File: config.mk
export PLATFORM = sky130hd
export DESIGN_NAME = tcp_timer
export DESIGN_NICKNAME = d
export VERILOG_FILES = /design/src/design/tcp_flag.v /design/src/design/tcp_timer.v
export VERILOG_INCLUDE_DIRS = /design/src /design/src/include
export SDC_FILE = /design/constraint.sdc
export NUM_CORES = 1
export LEC_CHECK = 0
export ABC_AREA = 0
export BUFFER_PORTS_ARGS = -buffer_cell sky130_fd_sc_hd__buf_2
export CAP_MARGIN = 20
export CORE_ASPECT_RATIO = 1.75
export CORE_MARGIN = 1.5
export CORE_UTILIZATION = 28
export CTS_CLUSTER_DIAMETER = 100
export DETAILED_ROUTE_END_ITERATION = 6
export GPL_ROUTABILITY_DRIVEN = 0
export GPL_TIMING_DRIVEN = 0
export HOLD_SLACK_MARGIN = 0.06
export PLACE_DENSITY = 0.43
export SETUP_SLACK_MARGIN = 0.05
export SLEW_MARGIN = 20
export SYNTH_ARGS = -nofsm -noshare
export SYNTH_HDL_FRONTEND = slang
export SYNTH_HIERARCHICAL = 1
export SYNTH_SLANG_ARGS = --single-unit
export TNS_END_PERCENT = 100
File: constraint.sdc
create_clock -name clk -period 6.2 [get_ports clk]
set_input_delay 0.31 -clock clk [delete_from_list [all_inputs] [get_ports clk]]
set_output_delay 0.31 -clock clk [all_outputs]
set_load 0.03 [all_outputs]
File: src/include/tcp_defs.vh
// Constants of the two-channel timer: register byte addresses, field positions,
// reset values and the counter clock-select encoding.
// Assumes an APB slave with 32-bit data and byte-wide registers in the low lanes.
`ifndef TCP_DEFS_VH
`define TCP_DEFS_VH

`define TCP_ADDR_TSC 8'h00
`define TCP_ADDR_CNTH 8'h04
`define TCP_ADDR_CNTL 8'h08
`define TCP_ADDR_MODH 8'h0C
`define TCP_ADDR_MODL 8'h10
`define TCP_ADDR_CH_BASE 8'h14
`define TCP_ADDR_CH_STRIDE 8'h0C
`define TCP_SUB_CSC 8'h00
`define TCP_SUB_VH 8'h04
`define TCP_SUB_VL 8'h08

// Timer status/control fields
`define TCP_TSC_FLAG 7
`define TCP_TSC_IE 6
`define TCP_TSC_CALIGN 5
`define TCP_TSC_CLKS_HI 4
`define TCP_TSC_CLKS_LO 3

// Channel status/control fields
`define TCP_CSC_FLAG 7
`define TCP_CSC_IE 6
`define TCP_CSC_MODE_B 5
`define TCP_CSC_MODE_A 4
`define TCP_CSC_ELS_B 3
`define TCP_CSC_ELS_A 2

`define TCP_CLKS_OFF 2'h0
`define TCP_CLKS_BUS 2'h1
`define TCP_CLKS_FIXED 2'h2
`define TCP_CLKS_EXT 2'h3

`define TCP_RST_CTL 8'h00
`define TCP_RST_WORD 16'h0000
`define TCP_FREE_TERM 16'hFFFF

`endif

File: src/design/tcp_flag.v
// One event flag with the two-step clear: read while set, then write zero.
// Assumes the caller pulses rd_seen and wr_zero for one cycle per access.
`timescale 1ns/1ps
module tcp_flag (
  input wire clk,
  input wire rst_n,
  input wire set_evt,
  input wire rd_seen,
  input wire wr_zero,
  output reg flag_ff
);

  reg arm_ff;

  always @(posedge clk)
  begin
    if (!rst_n)
    begin
      flag_ff <= 1'b0;
      arm_ff <= 1'b0;
    end
    else
    begin
      // A new event re-opens the sequence and wins over a clear
      if (set_evt)
      begin
        flag_ff <= 1'b1;
        arm_ff <= 1'b0;
      end
      else if (wr_zero && arm_ff)
      begin
        flag_ff <= 1'b0;
        arm_ff <= 1'b0;
      end
      else if (rd_seen && flag_ff)
        arm_ff <= 1'b1;
    end
  end

endmodule

File: src/design/tcp_timer.v
// Two-channel 16-bit timer: capture, compare, edge and center PWM, APB registers.
// Assumes pins and tick inputs are synchronous to clk; one byte register per word.
`timescale 1ns/1ps
`include "tcp_defs.vh"
module tcp_timer (
  input wire clk,
  input wire rst_n,
  input wire psel,
  input wire penable,
  input wire pwrite,
  input wire [7:0] paddr,
  input wire [31:0] pwdata,
  output reg [31:0] prdata_ff,
  output reg pready_ff,
  output reg pslverr_ff,
  input wire fixed_tick,
  input wire ext_clk_in,
  input wire background_debug_state,
  input wire [1:0] ch_pin_in,
  output reg [1:0] ch_pin_out_ff,
  output reg [1:0] ch_pin_oe_ff,
  output reg overflow_irq_ff,
  output reg [1:0] channel_irq_ff
);

  ////////////////////////////////////////////////////////////////////////////
  // State

  reg [15:0] cnt_ff;
  reg up_ff;
  reg [15:0] mod_ff;
  reg overflow_interrupt_enable_ff;
  reg center_align_select_ff;
  reg [1:0] clock_select_ff;
  reg ext_prev_ff;
  reg [15:0] ch_ctl_ff;
  reg [31:0] val_ff;
  reg [31:0] wbuf_ff;
  reg [1:0] wb_hi_ff;
  reg [1:0] wb_lo_ff;
  reg [1:0] pend_ff;
  reg [31:0] coh_buf_ff;
  reg [1:0] coh_vld_ff;
  reg [1:0] pin_prev_ff;
  wire overflow_flag;
  wire [1:0] channel_event_flag;

  ////////////////////////////////////////////////////////////////////////////
  // Helpers

  function [7:0] ch_addr;
    input integer n;
    input [7:0] sub;
    begin
      ch_addr = `TCP_ADDR_CH_BASE + n[7:0] * `TCP_ADDR_CH_STRIDE + sub;
    end
  endfunction

  function [15:0] set_byte;
    input [15:0] word;
    input hi;
    input [7:0] b;
    begin
      set_byte = hi ? {b, word[7:0]} : {word[15:8], b};
    end
  endfunction

  ////////////////////////////////////////////////////////////////////////////
  // Bus decode: one wait state, reads sampled as pready rises

  wire acc_go = psel & penable & ~pready_ff;
  wire rd_go = acc_go & ~pwrite;
  wire wr_do = psel & penable & pready_ff & pwrite;
  wire [7:0] wbyte = pwdata[7:0];

  ////////////////////////////////////////////////////////////////////////////
  // Counter

  reg tick;
  reg [15:0] term;
  reg [15:0] nxt_cnt;
  reg nxt_up;
  reg ovf_evt;
  reg ld_pt;

  always @*
  begin
    case (clock_select_ff)
      `TCP_CLKS_BUS: tick = 1'b1;
      `TCP_CLKS_FIXED: tick = fixed_tick;
      `TCP_CLKS_EXT: tick = ext_clk_in & ~ext_prev_ff;
      default: tick = 1'b0;
    endcase
    // Counter freezes while the debug state is active
    tick = tick & ~background_debug_state;
    term = (mod_ff == `TCP_RST_WORD) ? `TCP_FREE_TERM : mod_ff;
    nxt_cnt = cnt_ff;
    nxt_up = up_ff;
    ovf_evt = 1'b0;
    ld_pt = tick & up_ff & (cnt_ff == term - 16'h0001);
    if (tick)
    begin
      if (center_align_select_ff)
      begin
        if (up_ff)
        begin
          if (cnt_ff >= mod_ff)
          begin
            nxt_cnt = cnt_ff - 16'h0001;
            nxt_up = 1'b0;
            ovf_evt = 1'b1;
          end
          else
            nxt_cnt = cnt_ff + 16'h0001;
        end
        else if (cnt_ff == `TCP_RST_WORD)
        begin
          nxt_cnt = 16'h0001;
          nxt_up = 1'b1;
        end
        else
          nxt_cnt = cnt_ff - 16'h0001;
      end
      else
      begin
        nxt_up = 1'b1;
        if (cnt_ff == term)
        begin
          nxt_cnt = `TCP_RST_WORD;
          ovf_evt = 1'b1;
        end
        else
          nxt_cnt = cnt_ff + 16'h0001;
      end
    end
  end

  ////////////////////////////////////////////////////////////////////////////
  // Channel events and pin levels

  reg [1:0] cap_evt;
  reg [1:0] match_evt;
  reg [1:0] is_cap;
  reg [1:0] is_oc;
  reg [1:0] nxt_out;
  reg [1:0] nxt_oe;
  reg [1:0] rise;
  reg [1:0] fall;
  reg [7:0] c;
  reg [15:0] v;
  integer i;

  always @*
  begin
    c = 8'h00;
    v = 16'h0000;
    for (i = 0; i < 2; i = i + 1)
    begin
      c = ch_ctl_ff[i*8 +: 8];
      v = val_ff[i*16 +: 16];
      rise[i] = ch_pin_in[i] & ~pin_prev_ff[i];
      fall[i] = ~ch_pin_in[i] & pin_prev_ff[i];
      is_cap[i] = ~center_align_select_ff & ~c[`TCP_CSC_MODE_B] & ~c[`TCP_CSC_MODE_A];
      is_oc[i] = ~center_align_select_ff & ~c[`TCP_CSC_MODE_B] & c[`TCP_CSC_MODE_A];
      cap_evt[i] = is_cap[i] & ((c[`TCP_CSC_ELS_A] & rise[i]) | (c[`TCP_CSC_ELS_B] & fall[i]));
      match_evt[i] = ~is_cap[i] & tick & (nxt_cnt == v);
      nxt_out[i] = ch_pin_out_ff[i];
      nxt_oe[i] = ~is_cap[i] & (c[`TCP_CSC_ELS_B] | c[`TCP_CSC_ELS_A]);
      if (!nxt_oe[i])
        nxt_out[i] = 1'b0;
      else if (is_oc[i])
      begin
        if (match_evt[i])
        begin
          case ({c[`TCP_CSC_ELS_B], c[`TCP_CSC_ELS_A]})
            2'h1: nxt_out[i] = ~ch_pin_out_ff[i];
            2'h2: nxt_out[i] = 1'b0;
            2'h3: nxt_out[i] = 1'b1;
            default: nxt_out[i] = ch_pin_out_ff[i];
          endcase
        end
      end
      else if (!center_align_select_ff)
      begin
        // Match after overflow so a zero value never shows an active count
        if (tick && nxt_cnt == `TCP_RST_WORD)
          nxt_out[i] = (v != `TCP_RST_WORD) ^ c[`TCP_CSC_ELS_A];
        if (match_evt[i])
          nxt_out[i] = c[`TCP_CSC_ELS_A];
      end
      else
      begin
        if (v == `TCP_RST_WORD || v[15])
          nxt_out[i] = c[`TCP_CSC_ELS_A];
        else if (v > mod_ff && mod_ff != `TCP_RST_WORD)
          nxt_out[i] = ~c[`TCP_CSC_ELS_A];
        else if (match_evt[i])
          nxt_out[i] = nxt_up ? c[`TCP_CSC_ELS_A] : ~c[`TCP_CSC_ELS_A];
      end
    end
  end

  ////////////////////////////////////////////////////////////////////////////
  // Read mux

  reg [7:0] rd_byte;
  reg mapped;
  reg [1:0] rd_csc;
  reg [1:0] rd_val;
  reg [1:0] rd_hi;
  reg [15:0] rv;
  integer j;

  always @*
  begin
    rv = 16'h0000;
    rd_byte = 8'h00;
    mapped = 1'b1;
    rd_csc = 2'h0;
    rd_val = 2'h0;
    rd_hi = 2'h0;
    case (paddr)
      `TCP_ADDR_TSC: rd_byte = {overflow_flag, overflow_interrupt_enable_ff, center_align_select_ff,
                                clock_select_ff, 3'h0};
      `TCP_ADDR_CNTH: rd_byte = cnt_ff[15:8];
      `TCP_ADDR_CNTL: rd_byte = cnt_ff[7:0];
      `TCP_ADDR_MODH: rd_byte = mod_ff[15:8];
      `TCP_ADDR_MODL: rd_byte = mod_ff[7:0];
      default: mapped = 1'b0;
    endcase
    for (j = 0; j < 2; j = j + 1)
    begin
      if (paddr == ch_addr(j, `TCP_SUB_CSC))
      begin
        mapped = 1'b1;
        rd_csc[j] = 1'b1;
        rd_byte = {channel_event_flag[j], ch_ctl_ff[j*8+6 -: 5], 2'h0};
      end
      if (paddr == ch_addr(j, `TCP_SUB_VH) || paddr == ch_addr(j, `TCP_SUB_VL))
      begin
        mapped = 1'b1;
        rd_val[j] = 1'b1;
        rd_hi[j] = (paddr == ch_addr(j, `TCP_SUB_VH));
        // Second read of a captured pair returns the snapshot
        rv = (coh_vld_ff[j] && is_cap[j]) ? coh_buf_ff[j*16 +: 16] : val_ff[j*16 +: 16];
        rd_byte = rd_hi[j] ? rv[15:8] : rv[7:0];
      end
    end
  end

  ////////////////////////////////////////////////////////////////////////////
  // Flags

  tcp_flag u_ovf_flag (
    .clk(clk),
    .rst_n(rst_n),
    .set_evt(ovf_evt),
    .rd_seen(rd_go & (paddr == `TCP_ADDR_TSC)),
    .wr_zero(wr_do & (paddr == `TCP_ADDR_TSC) & ~wbyte[`TCP_TSC_FLAG]),
    .flag_ff(overflow_flag)
  );

  genvar g;
  generate
    for (g = 0; g < 2; g = g + 1)
    begin : g_chf
      tcp_flag u_ch_flag (
        .clk(clk),
        .rst_n(rst_n),
        .set_evt(cap_evt[g] | match_evt[g]),
        .rd_seen(rd_go & rd_csc[g]),
        .wr_zero(wr_do & rd_csc[g] & ~wbyte[`TCP_CSC_FLAG]),
        .flag_ff(channel_event_flag[g])
      );
    end
  endgenerate

  ////////////////////////////////////////////////////////////////////////////
  // Registers

  integer k;

  always @(posedge clk)
  begin
    if (!rst_n)
    begin
      prdata_ff <= 32'h00000000;
      pready_ff <= 1'b0;
      pslverr_ff <= 1'b0;
      cnt_ff <= `TCP_RST_WORD;
      up_ff <= 1'b1;
      mod_ff <= `TCP_RST_WORD;
      overflow_interrupt_enable_ff <= 1'b0;
      center_align_select_ff <= 1'b0;
      clock_select_ff <= `TCP_CLKS_OFF;
      ext_prev_ff <= 1'b0;
      ch_ctl_ff <= {2{`TCP_RST_CTL}};
      val_ff <= 32'h00000000;
      wbuf_ff <= 32'h00000000;
      wb_hi_ff <= 2'h0;
      wb_lo_ff <= 2'h0;
      pend_ff <= 2'h0;
      coh_buf_ff <= 32'h00000000;
      coh_vld_ff <= 2'h0;
      pin_prev_ff <= 2'h0;
      ch_pin_out_ff <= 2'h0;
      ch_pin_oe_ff <= 2'h0;
      overflow_irq_ff <= 1'b0;
      channel_irq_ff <= 2'h0;
    end
    else
    begin
      pready_ff <= acc_go;
      if (acc_go)
      begin
        prdata_ff <= {24'h000000, rd_byte};
        pslverr_ff <= ~mapped;
      end
      ext_prev_ff <= ext_clk_in;
      pin_prev_ff <= ch_pin_in;
      ch_pin_out_ff <= nxt_out;
      ch_pin_oe_ff <= nxt_oe;
      overflow_irq_ff <= overflow_flag & overflow_interrupt_enable_ff;
      channel_irq_ff <= channel_event_flag & {ch_ctl_ff[8+`TCP_CSC_IE], ch_ctl_ff[`TCP_CSC_IE]};
      cnt_ff <= nxt_cnt;
      up_ff <= nxt_up;
      if (wr_do)
      begin
        case (paddr)
          `TCP_ADDR_TSC:
          begin
            overflow_interrupt_enable_ff <= wbyte[`TCP_TSC_IE];
            center_align_select_ff <= wbyte[`TCP_TSC_CALIGN];
            clock_select_ff <= wbyte[`TCP_TSC_CLKS_HI:`TCP_TSC_CLKS_LO];
          end
          `TCP_ADDR_CNTH, `TCP_ADDR_CNTL:
          begin
            cnt_ff <= `TCP_RST_WORD;
            up_ff <= 1'b1;
          end
          `TCP_ADDR_MODH: mod_ff <= {wbyte, mod_ff[7:0]};
          `TCP_ADDR_MODL: mod_ff <= {mod_ff[15:8], wbyte};
          default: ;
        endcase
      end
      for (k = 0; k < 2; k = k + 1)
      begin
        // Buffered value takes over at the mode's load point
        if (pend_ff[k] && ((is_oc[k] && tick) || (!is_oc[k] && ld_pt)))
        begin
          val_ff[k*16 +: 16] <= wbuf_ff[k*16 +: 16];
          pend_ff[k] <= 1'b0;
        end
        if (cap_evt[k])
          val_ff[k*16 +: 16] <= cnt_ff;
        if (rd_go && rd_val[k] && is_cap[k])
        begin
          coh_vld_ff[k] <= ~coh_vld_ff[k];
          if (!coh_vld_ff[k])
            coh_buf_ff[k*16 +: 16] <= val_ff[k*16 +: 16];
        end
        if (wr_do && rd_csc[k])
        begin
          ch_ctl_ff[k*8 +: 8] <= {1'b0, wbyte[6:2], 2'h0};
          wb_hi_ff[k] <= 1'b0;
          wb_lo_ff[k] <= 1'b0;
          coh_vld_ff[k] <= 1'b0;
        end
        // Capture mode ignores value writes entirely
        if (wr_do && rd_val[k] && !is_cap[k])
        begin
          if (background_debug_state)
            // Debug writes bypass the buffer and leave the byte sequence alone
            val_ff[k*16 +: 16] <= set_byte(val_ff[k*16 +: 16], rd_hi[k], wbyte);
          else
          begin
            wbuf_ff[k*16 +: 16] <= set_byte(wbuf_ff[k*16 +: 16], rd_hi[k], wbyte);
            if ((rd_hi[k] && wb_lo_ff[k]) || (!rd_hi[k] && wb_hi_ff[k]))
            begin
              wb_hi_ff[k] <= 1'b0;
              wb_lo_ff[k] <= 1'b0;
              if (clock_select_ff == `TCP_CLKS_OFF)
                val_ff[k*16 +: 16] <= set_byte(wbuf_ff[k*16 +: 16], rd_hi[k], wbyte);
              else
                pend_ff[k] <= 1'b1;
            end
            else if (rd_hi[k])
              wb_hi_ff[k] <= 1'b1;
            else
              wb_lo_ff[k] <= 1'b1;
          end
        end
      end
    end
  end

endmodule

Word level (Yosys, flattened, before mapping)
Cells that the tools add are included.
W data, S select, Z words.
{ "word_totals": {"regBits": 177, "inputBits": 50, "out_inout_bits": 41, "elab_cells": 346} }
{ "classes": {"addsub": 3, "order_cmp": 3, "eq_ne": 33, "muxes": 115, "bitwise_logic": 76, "reduce_logical": 78} }
{ "op_table": {"columns": ["op", "n"], "rows": [
  ["$mux W16", 27],
  ["$logic_not A16 Y1", 5],
  ["$mux W1", 77],
  ["$eq A16 B16 Y1", 4],
  ["$mux W8", 6],
  ["$reduce_bool A16 Y1", 3],
  ["$and A1 B1 Y1", 41],
  ["$pmux W8 S5", 1],
  ["$eq A8 B5 Y1 const B", 4],
  ["$gt A16 B16 Y1", 2],
  ["$pmux W16 S2", 1],
  ["$sub A16 B1 Y16 const B", 2],
  ["$logic_and A1 B1 Y1", 31],
  ["$not A1 Y1", 26],
  ["$eq A8 B6 Y1 const B", 3],
  ["$add A16 B1 Y16 const B", 1],
  ["$eq A8 B4 Y1 const B", 2],
  ["$ge A16 B16 Y1", 1],
  ["$ne A4 B1 Y1 const B", 4],
  ["$reduce_and A2 Y1", 7],
  ["$eq A2 B2 Y1 const B", 6],
  ["$ne A3 B3 Y1 const B", 4],
  ["$pmux W1 S3", 3],
  ["$reduce_or A3 Y1", 3],
  ["other kinds (16)", 44]
]} }

Longest topological paths before layout
{ "logic_depth": {"word_depth": 15, "depth_mapped": 20, "mapped_depth_nobuf": 17} }

By module
The synthesis kept the hierarchy.
{ "by_module_without_submodules": {"columns": ["module", "instances", "cells_each", "area_per_inst_um2", "seq_area_each_um2"], "rows": [
  ["tcp_timer", 1, 1984, 14456.4, 3423.3],
  ["tcp_flag", 3, 8, 80.1, 40.0]
]} }

Worst setup path before layout
OpenSTA, ideal clock, no wires.
{ "synth_path": {"kind": "flip-flop to flip-flop", "startpoint": "register mod_ff[0]", "endpoint": "register val_ff[15]", "setup_time_ns": 0.136, "t_arrival_ns": 4.190, "slack_ns": 1.874, "path_stages_with_launch": 20, "path_buffers": 3, "cell_sequence": "dfxtp_1 -> buf_6 -> nor4_4 -> nand4_1 -> nor2_2 -> clkbuf_1 -> nor2_1 -> ha_1 -> xor2_1 -> o211ai_1 -> nor2_1 -> o21ai_0 -> a2111o_1 -> a2111o_1 -> or4_1 -> nand2_1 -> nand2_4 -> buf_6 -> mux2i_1 -> a31oi_1"} }
{ "synth_between": {"elab_chain_len": 14} }
{ "synth_lines": {"columns": ["element", "line", "rtl"], "rows": [
  ["start, declared", "tcp_timer.v:31", "reg [15:0] mod_ff;"],
  ["start signal, assigned", "tcp_timer.v:292", "mod_ff <= `TCP_RST_WORD;"],
  ["start signal, assigned", "tcp_timer.v:341", "`TCP_ADDR_MODH: mod_ff <= {wbyte, mod_ff[7:0]};"],
  ["start signal, assigned", "tcp_timer.v:342", "`TCP_ADDR_MODL: mod_ff <= {mod_ff[15:8], wbyte};"],
  ["$logic_not A16 Y1 (no line)", null, null],
  ["$mux W16 *", "tcp_timer.v:96", "term = (mod_ff == `TCP_RST_WORD) ? `TCP_FREE_TERM : mod_ff;"],
  ["$sub A16 B1 Y16 *", "tcp_timer.v:100", "ld_pt = tick & up_ff & (cnt_ff == term - 16'h0001);"],
  ["$eq A16 B16 Y1 *", "tcp_timer.v:100", null],
  ["$and A1 B1 Y1 *", "tcp_timer.v:100", null],
  ["$logic_and A1 B1 Y1 *", "tcp_timer.v:349", "if (pend_ff[k] && ((is_oc[k] && tick) || (!is_oc[k] && ld_pt)))"],
  ["$logic_or A1 B1 Y1 *", "tcp_timer.v:349", null],
  ["$logic_and A1 B1 Y1 *", "tcp_timer.v:349", null],
  ["$mux W16 *", "tcp_timer.v:349", null],
  ["$mux W16 *", "tcp_timer.v:354", "if (cap_evt[k])"],
  ["$mux W16", "tcp_timer.v:382", "if (clock_select_ff == `TCP_CLKS_OFF)"],
  ["$mux W16", "tcp_timer.v:378", "if ((rd_hi[k] && wb_lo_ff[k]) || (!rd_hi[k] && wb_hi_ff[k]))"],
  ["$mux W16", "tcp_timer.v:372", "if (background_debug_state)"],
  ["$mux W16 *", "tcp_timer.v:370", "if (wr_do && rd_val[k] && !is_cap[k])"],
  ["end signal, assigned by index", "tcp_timer.v:355", "val_ff[k*16 +: 16] <= cnt_ff;"],
  ["end signal, assigned by index", "tcp_timer.v:374", "val_ff[k*16 +: 16] <= set_byte(val_ff[k*16 +: 16], rd_hi[k], wbyte);"],
  ["end signal, assigned by index", "tcp_timer.v:383", "val_ff[k*16 +: 16] <= set_byte(wbuf_ff[k*16 +: 16], rd_hi[k], wbyte);"],
  ["end, declared", "tcp_timer.v:37", "reg [31:0] val_ff;"]
]} }
Mark *: on every way between the ends. The rest lies on a longest branch, timed or not.
A chain may end at the register's enable or synchronous reset.

Worst setup path after layout
{ "layout_path": {"startpoint": "register mod_ff[13]", "endpoint": "register ch_pin_out_ff[1]"} }
{ "layout_between": {"elab_chain_len": 11} }
{ "layout_lines": {"columns": ["element", "line", "rtl"], "rows": [
  ["branches (longest 11 deep; another with $ge A16 B16 Y1)", null, null],
  ["end signal, assigned", "tcp_timer.v:321", "ch_pin_out_ff <= nxt_out;"],
  ["end, declared", "tcp_timer.v:20", "output reg [1:0] ch_pin_out_ff,"]
]} }
Several ways; the timed one is not identified. The select of a mux whose other input is x is not followed.

==> results by stage <==
STA:
- Setup repair after global routing left no endpoint under its margin.
- The number of slew-limit violations in the final report is 0.
- Measured against its own limit, the worst slew margin works out to 0.220.
- The highest clock rate is 0.164 GHz.
- The final-report hold violation count is 0.
- Across all hold checks on the routed design, the worst slack comes to 0.0668 ns.
- The worst-case clock skew is 0.0139 ns.
- At the pin with the least slew margin, the transition time is 1.17 ns.
- The number of setup violations in the final report is 0.
- The period utilization is 0.982.
- The accumulated negative setup slack is 0 ns.
- Subtracting the final worst setup slack from the clock period gives 6.09 ns.

Synthesis:
- Ranked by total cell area, the synthesized netlist is headed by dfxtp_1 24%, nand2_1 8.6%, a21boi_0 4.9%.
- The post-synthesis instance area is 14,700 um2.
- The library cell occupying the most area in the post-synthesis netlist is dfxtp_1.
- The area fraction of the dominant cell type after synthesis is 0.241.
- The sequential area share after synthesis is 0.241.
- After synthesis the netlist holds a flip-flop and latch count of 177.
- The number of enable flip-flop cells after synthesis is 0.
- Counting flops with an async set or reset pin after synthesis yields a share of 0.
- The number of warnings printed during yosys synthesis is 6.
- The cell count after synthesis came out at 2,008.
- The average cell area after synthesis is 7.32 um2.
- The prevailing post-synth register cell is dfxtp_1.
- The count of cell types in the netlist is 83.

Power:
- Of the total power, the share spent switching nets is 0.290.
- IR analysis of the VDD net gives a maximum drop of 0.196 mV.
- The leakage power total is 6.04 nW.
- The total power per unit cell area is 152 nW/um2.
- The switching component of the power is 0.725 mW.
- Of the total power, the clock network draws 0.469.
- The share of total power dissipated in combinational logic is 0.074.
- The sequential group share of total power is 0.457.
- The internal portion of the total power is 1.77 mW.
- The total chip power is 2.50 mW.

Final layout:
- Leaving out fill and tap cells, the most frequent cell in the layout is nand2_1.
- The antenna diode count is 0.
- Of the cells placed in the final design, the portion with a size suffix greater than 1 is 0.0909.
- The layout overhead on the synthesized area is 12.2%.
- The library cells used most frequently in the layout, excluding fill and tap cells, are 335 x nand2_1, 177 x dfxtp_1, 144 x clkbuf_1, 144 x nor2_1, 104 x a21oi_1.
- In the final design database the tool counted 2,191 nets.
- Counting the fill cells in the layout gives 5,610.

Routing:
- The number of routed nets with antenna violations is 0.
- The remaining design rule violation count is 0.
- The first-pass detailed-route iteration total is 6.
- The routed wirelength normalized by instance count is 29.7 um.
- The via count of the routed design is 16.8k.
- The detailed-route wire length is 82,500 um.
- The mean number of vias per cell is 6.04.
- After the first detailed-routing iteration, the DRC count stood at 1,863.

GRT:
- The met3 routing resource usage after global routing is 0.0466.
- For this run, the total global-route usage over all layers was measured as 0.304.
- The number of global-route vias before repair is 16.3k.
- The largest net degree at the start of global routing is 19.
- For met1 alone, demand over resource in global routing was 0.317.
- The number of antenna violations at the first check in global routing is 0.
- After global routing the overflow that remains totals 0.
- The busiest layer in global routing is met2.
- The wire length of the first global-routing pass is 116,000 um.
- The met2 layer usage reported by global route is 0.529.

Critical path:
- The critical path starts at mod_ff[13].
- The worst setup path is captured at a register.
- The worst register-to-register path begins at mod_ff[13].
- The data required time of the critical path is 6.59 ns.
- In this run the worst path has a maximum fanout of 7.
- The critical path goes through inv_1 -> ha_1 -> nand4_1 -> nor3_1 -> nand3b_1 -> a31oi_2 -> mux2i_1 -> xnor2_1 -> or4_1 -> o21ai_0 -> a41oi_1 -> a211o_1 -> a311oi_1 -> a21boi_0.
- Data on the critical path arrives at its endpoint at 6.48 ns.
- For this run, the slowest stage of the critical path takes 0.71 ns.
- The kind of critical path is register to register.
- The slowest stage of the critical path belongs to the cell dfxtp_1.
- The worst setup path is launched from a register.

Place:
- The sum of net half-perimeters after detailed placement is 62,900 um.
- In this run the tool buffered the top-level ports with 37 buffer cells.

Clock network:
- At the later pin of the worst-skew pair, clock insertion delay measures 0.48 ns.
- The root buffer cell chosen for the clock tree is clkbuf_16.
- The number of setup buffers added after CTS is 0.
- TritonCTS built the clock tree.
- Clock-pin slew was measured on the worst setup and hold paths at 0.08 ns.
- The longest clock path from root to sink contains 2 buffers.
- The number of H-tree levels is 4.
- The clock sink count is 177.
- Buffers inserted during clock tree synthesis total 17.

Die:
- The chip width is 176 um.
- The area of the die is 53,900 um2.
- The die is 306 um tall.
- For this configuration, the core starts out at a cell density of 0.285.
- The core region is 51,600 um2.
- Row generation in the floorplan step produced 110 rows.
- The count of pins on the block boundary is 91.

Min path:
- The tightest min-delay check is of the input port to register type.
- The hold path startpoint is ch_pin_in[1].

Status:
- The flow ran to the end, and the final reports show no timing, DRC or antenna violations.

Flow run:
- Max-cap violations in this run came to 0.
-- power groups by stage --
stage               Clock [mW]  Sequential [mW]  Combinational (mW)
global route              1.23             1.14               0.191
CTS                       1.18             1.14               0.182
global placement             0             1.17               0.180
detailed placement           0             1.17               0.181
finish                    1.17             1.14               0.184
floorplan                    0             1.18               0.104
-- cells in the mapped netlist, types with 10 or more instances --
master and instances:
a21boi_0 96, a21o_1 16, a21oi_1 104, a22oi_1 11, a31oi_1 34, and2_1 24, and3_1 22, and4_1 10
buf_1 12, buf_4 26, clkbuf_1 148, dfxtp_1 177, ha_1 52, inv_1 39, mux2i_1 64, nand2_1 335
nand2b_1 30, nand3_1 80, nand3b_1 17, nand4_1 31, nor2_1 144, nor2b_1 20, nor3_1 51, nor4_1 18
o211ai_1 21, o21a_1 39, o21ai_0 74, o221a_2 17, o221ai_1 29, o22ai_1 18, or2_2 11, or3_1 14
xnor2_1 27, xor2_1 14
-- area by class of cell --
type	count	area [um2]	share of cell area
clock buffers	18	429	0.0260
repair buffers	40	208	0.0126
multi-input cells	1619	10300	0.624
clock inverters	14	174	0.0105
flip-flops and latches	177	3540	0.215
well taps	672	841	0.0510
plain buffers	195	860	0.0521
inverters	39	146	0.00888
-- metrics by stage --
step,util,area [um2],setup WS (ns),cells
final,0.320,16500,0.112,2774
after global routing,0.320,16500,0.0649,2774
after CTS,0.319,16500,0.0579,2775
after detailed placement,0.307,15800,-0.136,2742
after global placement,0.306,15800,-0.205,2740
after floorplan,-,14800,1.87,2031
-- kinds of logic (layout without fill, tap and decap cells) --
kind of cell	Yosys count	in the layout	share of synthesized area
buffers and inverters	235	306	0.0684
other	1	24	0.000255
adders and majority gates	52	52	0.0443
xor gates and xnor gates	41	41	0.0244
DFF	177	177	0.241
muxes	81	81	0.0627
and+or+nand+nor	838	838	0.276
AOI/OAI and AO/OA	583	583	0.283
-- worst paths after layout --
check / endpoint / slack, ns / depth (start not counted)
worst max register to register: ch_pin_out_ff[1] / 0.11 / 14
worst max-delay path: ch_pin_out_ff[1] / 0.11 / 14
worst min register to register: coh_buf_ff[30] / 0.47 / 2
worst min-delay path: pin_prev_ff[1] / 0.07 / 2
-- critical path: cells and delay by family (launching register included) --
family          cells  cell delay [ns]
simple gates        4             1.56
flops               1             0.71
mux                 1             0.56
buf+inv             1             0.45
fa+ha+maj           1             0.44
xor+xnor            1             0.38
compound gates      6             1.89
-- routing by layer --
layer / wire (um) / up-vias / share of wire
li1: - / 7461 / -
met1: 28800 / 7989 / 0.35
met2: 40300 / 982 / 0.49
met3: 5340 / 334 / 0.065
met4: 8000 / 0 / 0.097
met5: 0 / - / 0
-- repair_timing --
action	in CTS	in global routing
setup endpoints to repair	16	36
hold endpoints to repair	1	0
pin swaps	0	0
hold buffers	1	0
resized for setup	3	9
-- registers in the layout, indices dropped and copies added, names as in the netlist, 2 cells and up --
name	flops
wbuf_ff	32
g_chf.u_ch_flag/arm_ff	2
clock_select_ff	2
pin_prev_ff	2
ch_pin_out_ff	2
ch_ctl_ff	10
wb_lo_ff	2
coh_vld_ff	2
channel_irq_ff	2
coh_buf_ff	32
mod_ff	16
prdata_ff	8
wb_hi_ff	2
pend_ff	2
g_chf.u_ch_flag/flag_ff	2
ch_pin_oe_ff	2
val_ff	32
cnt_ff	16
No activity file was read; power rests on OpenSTA's default activity.
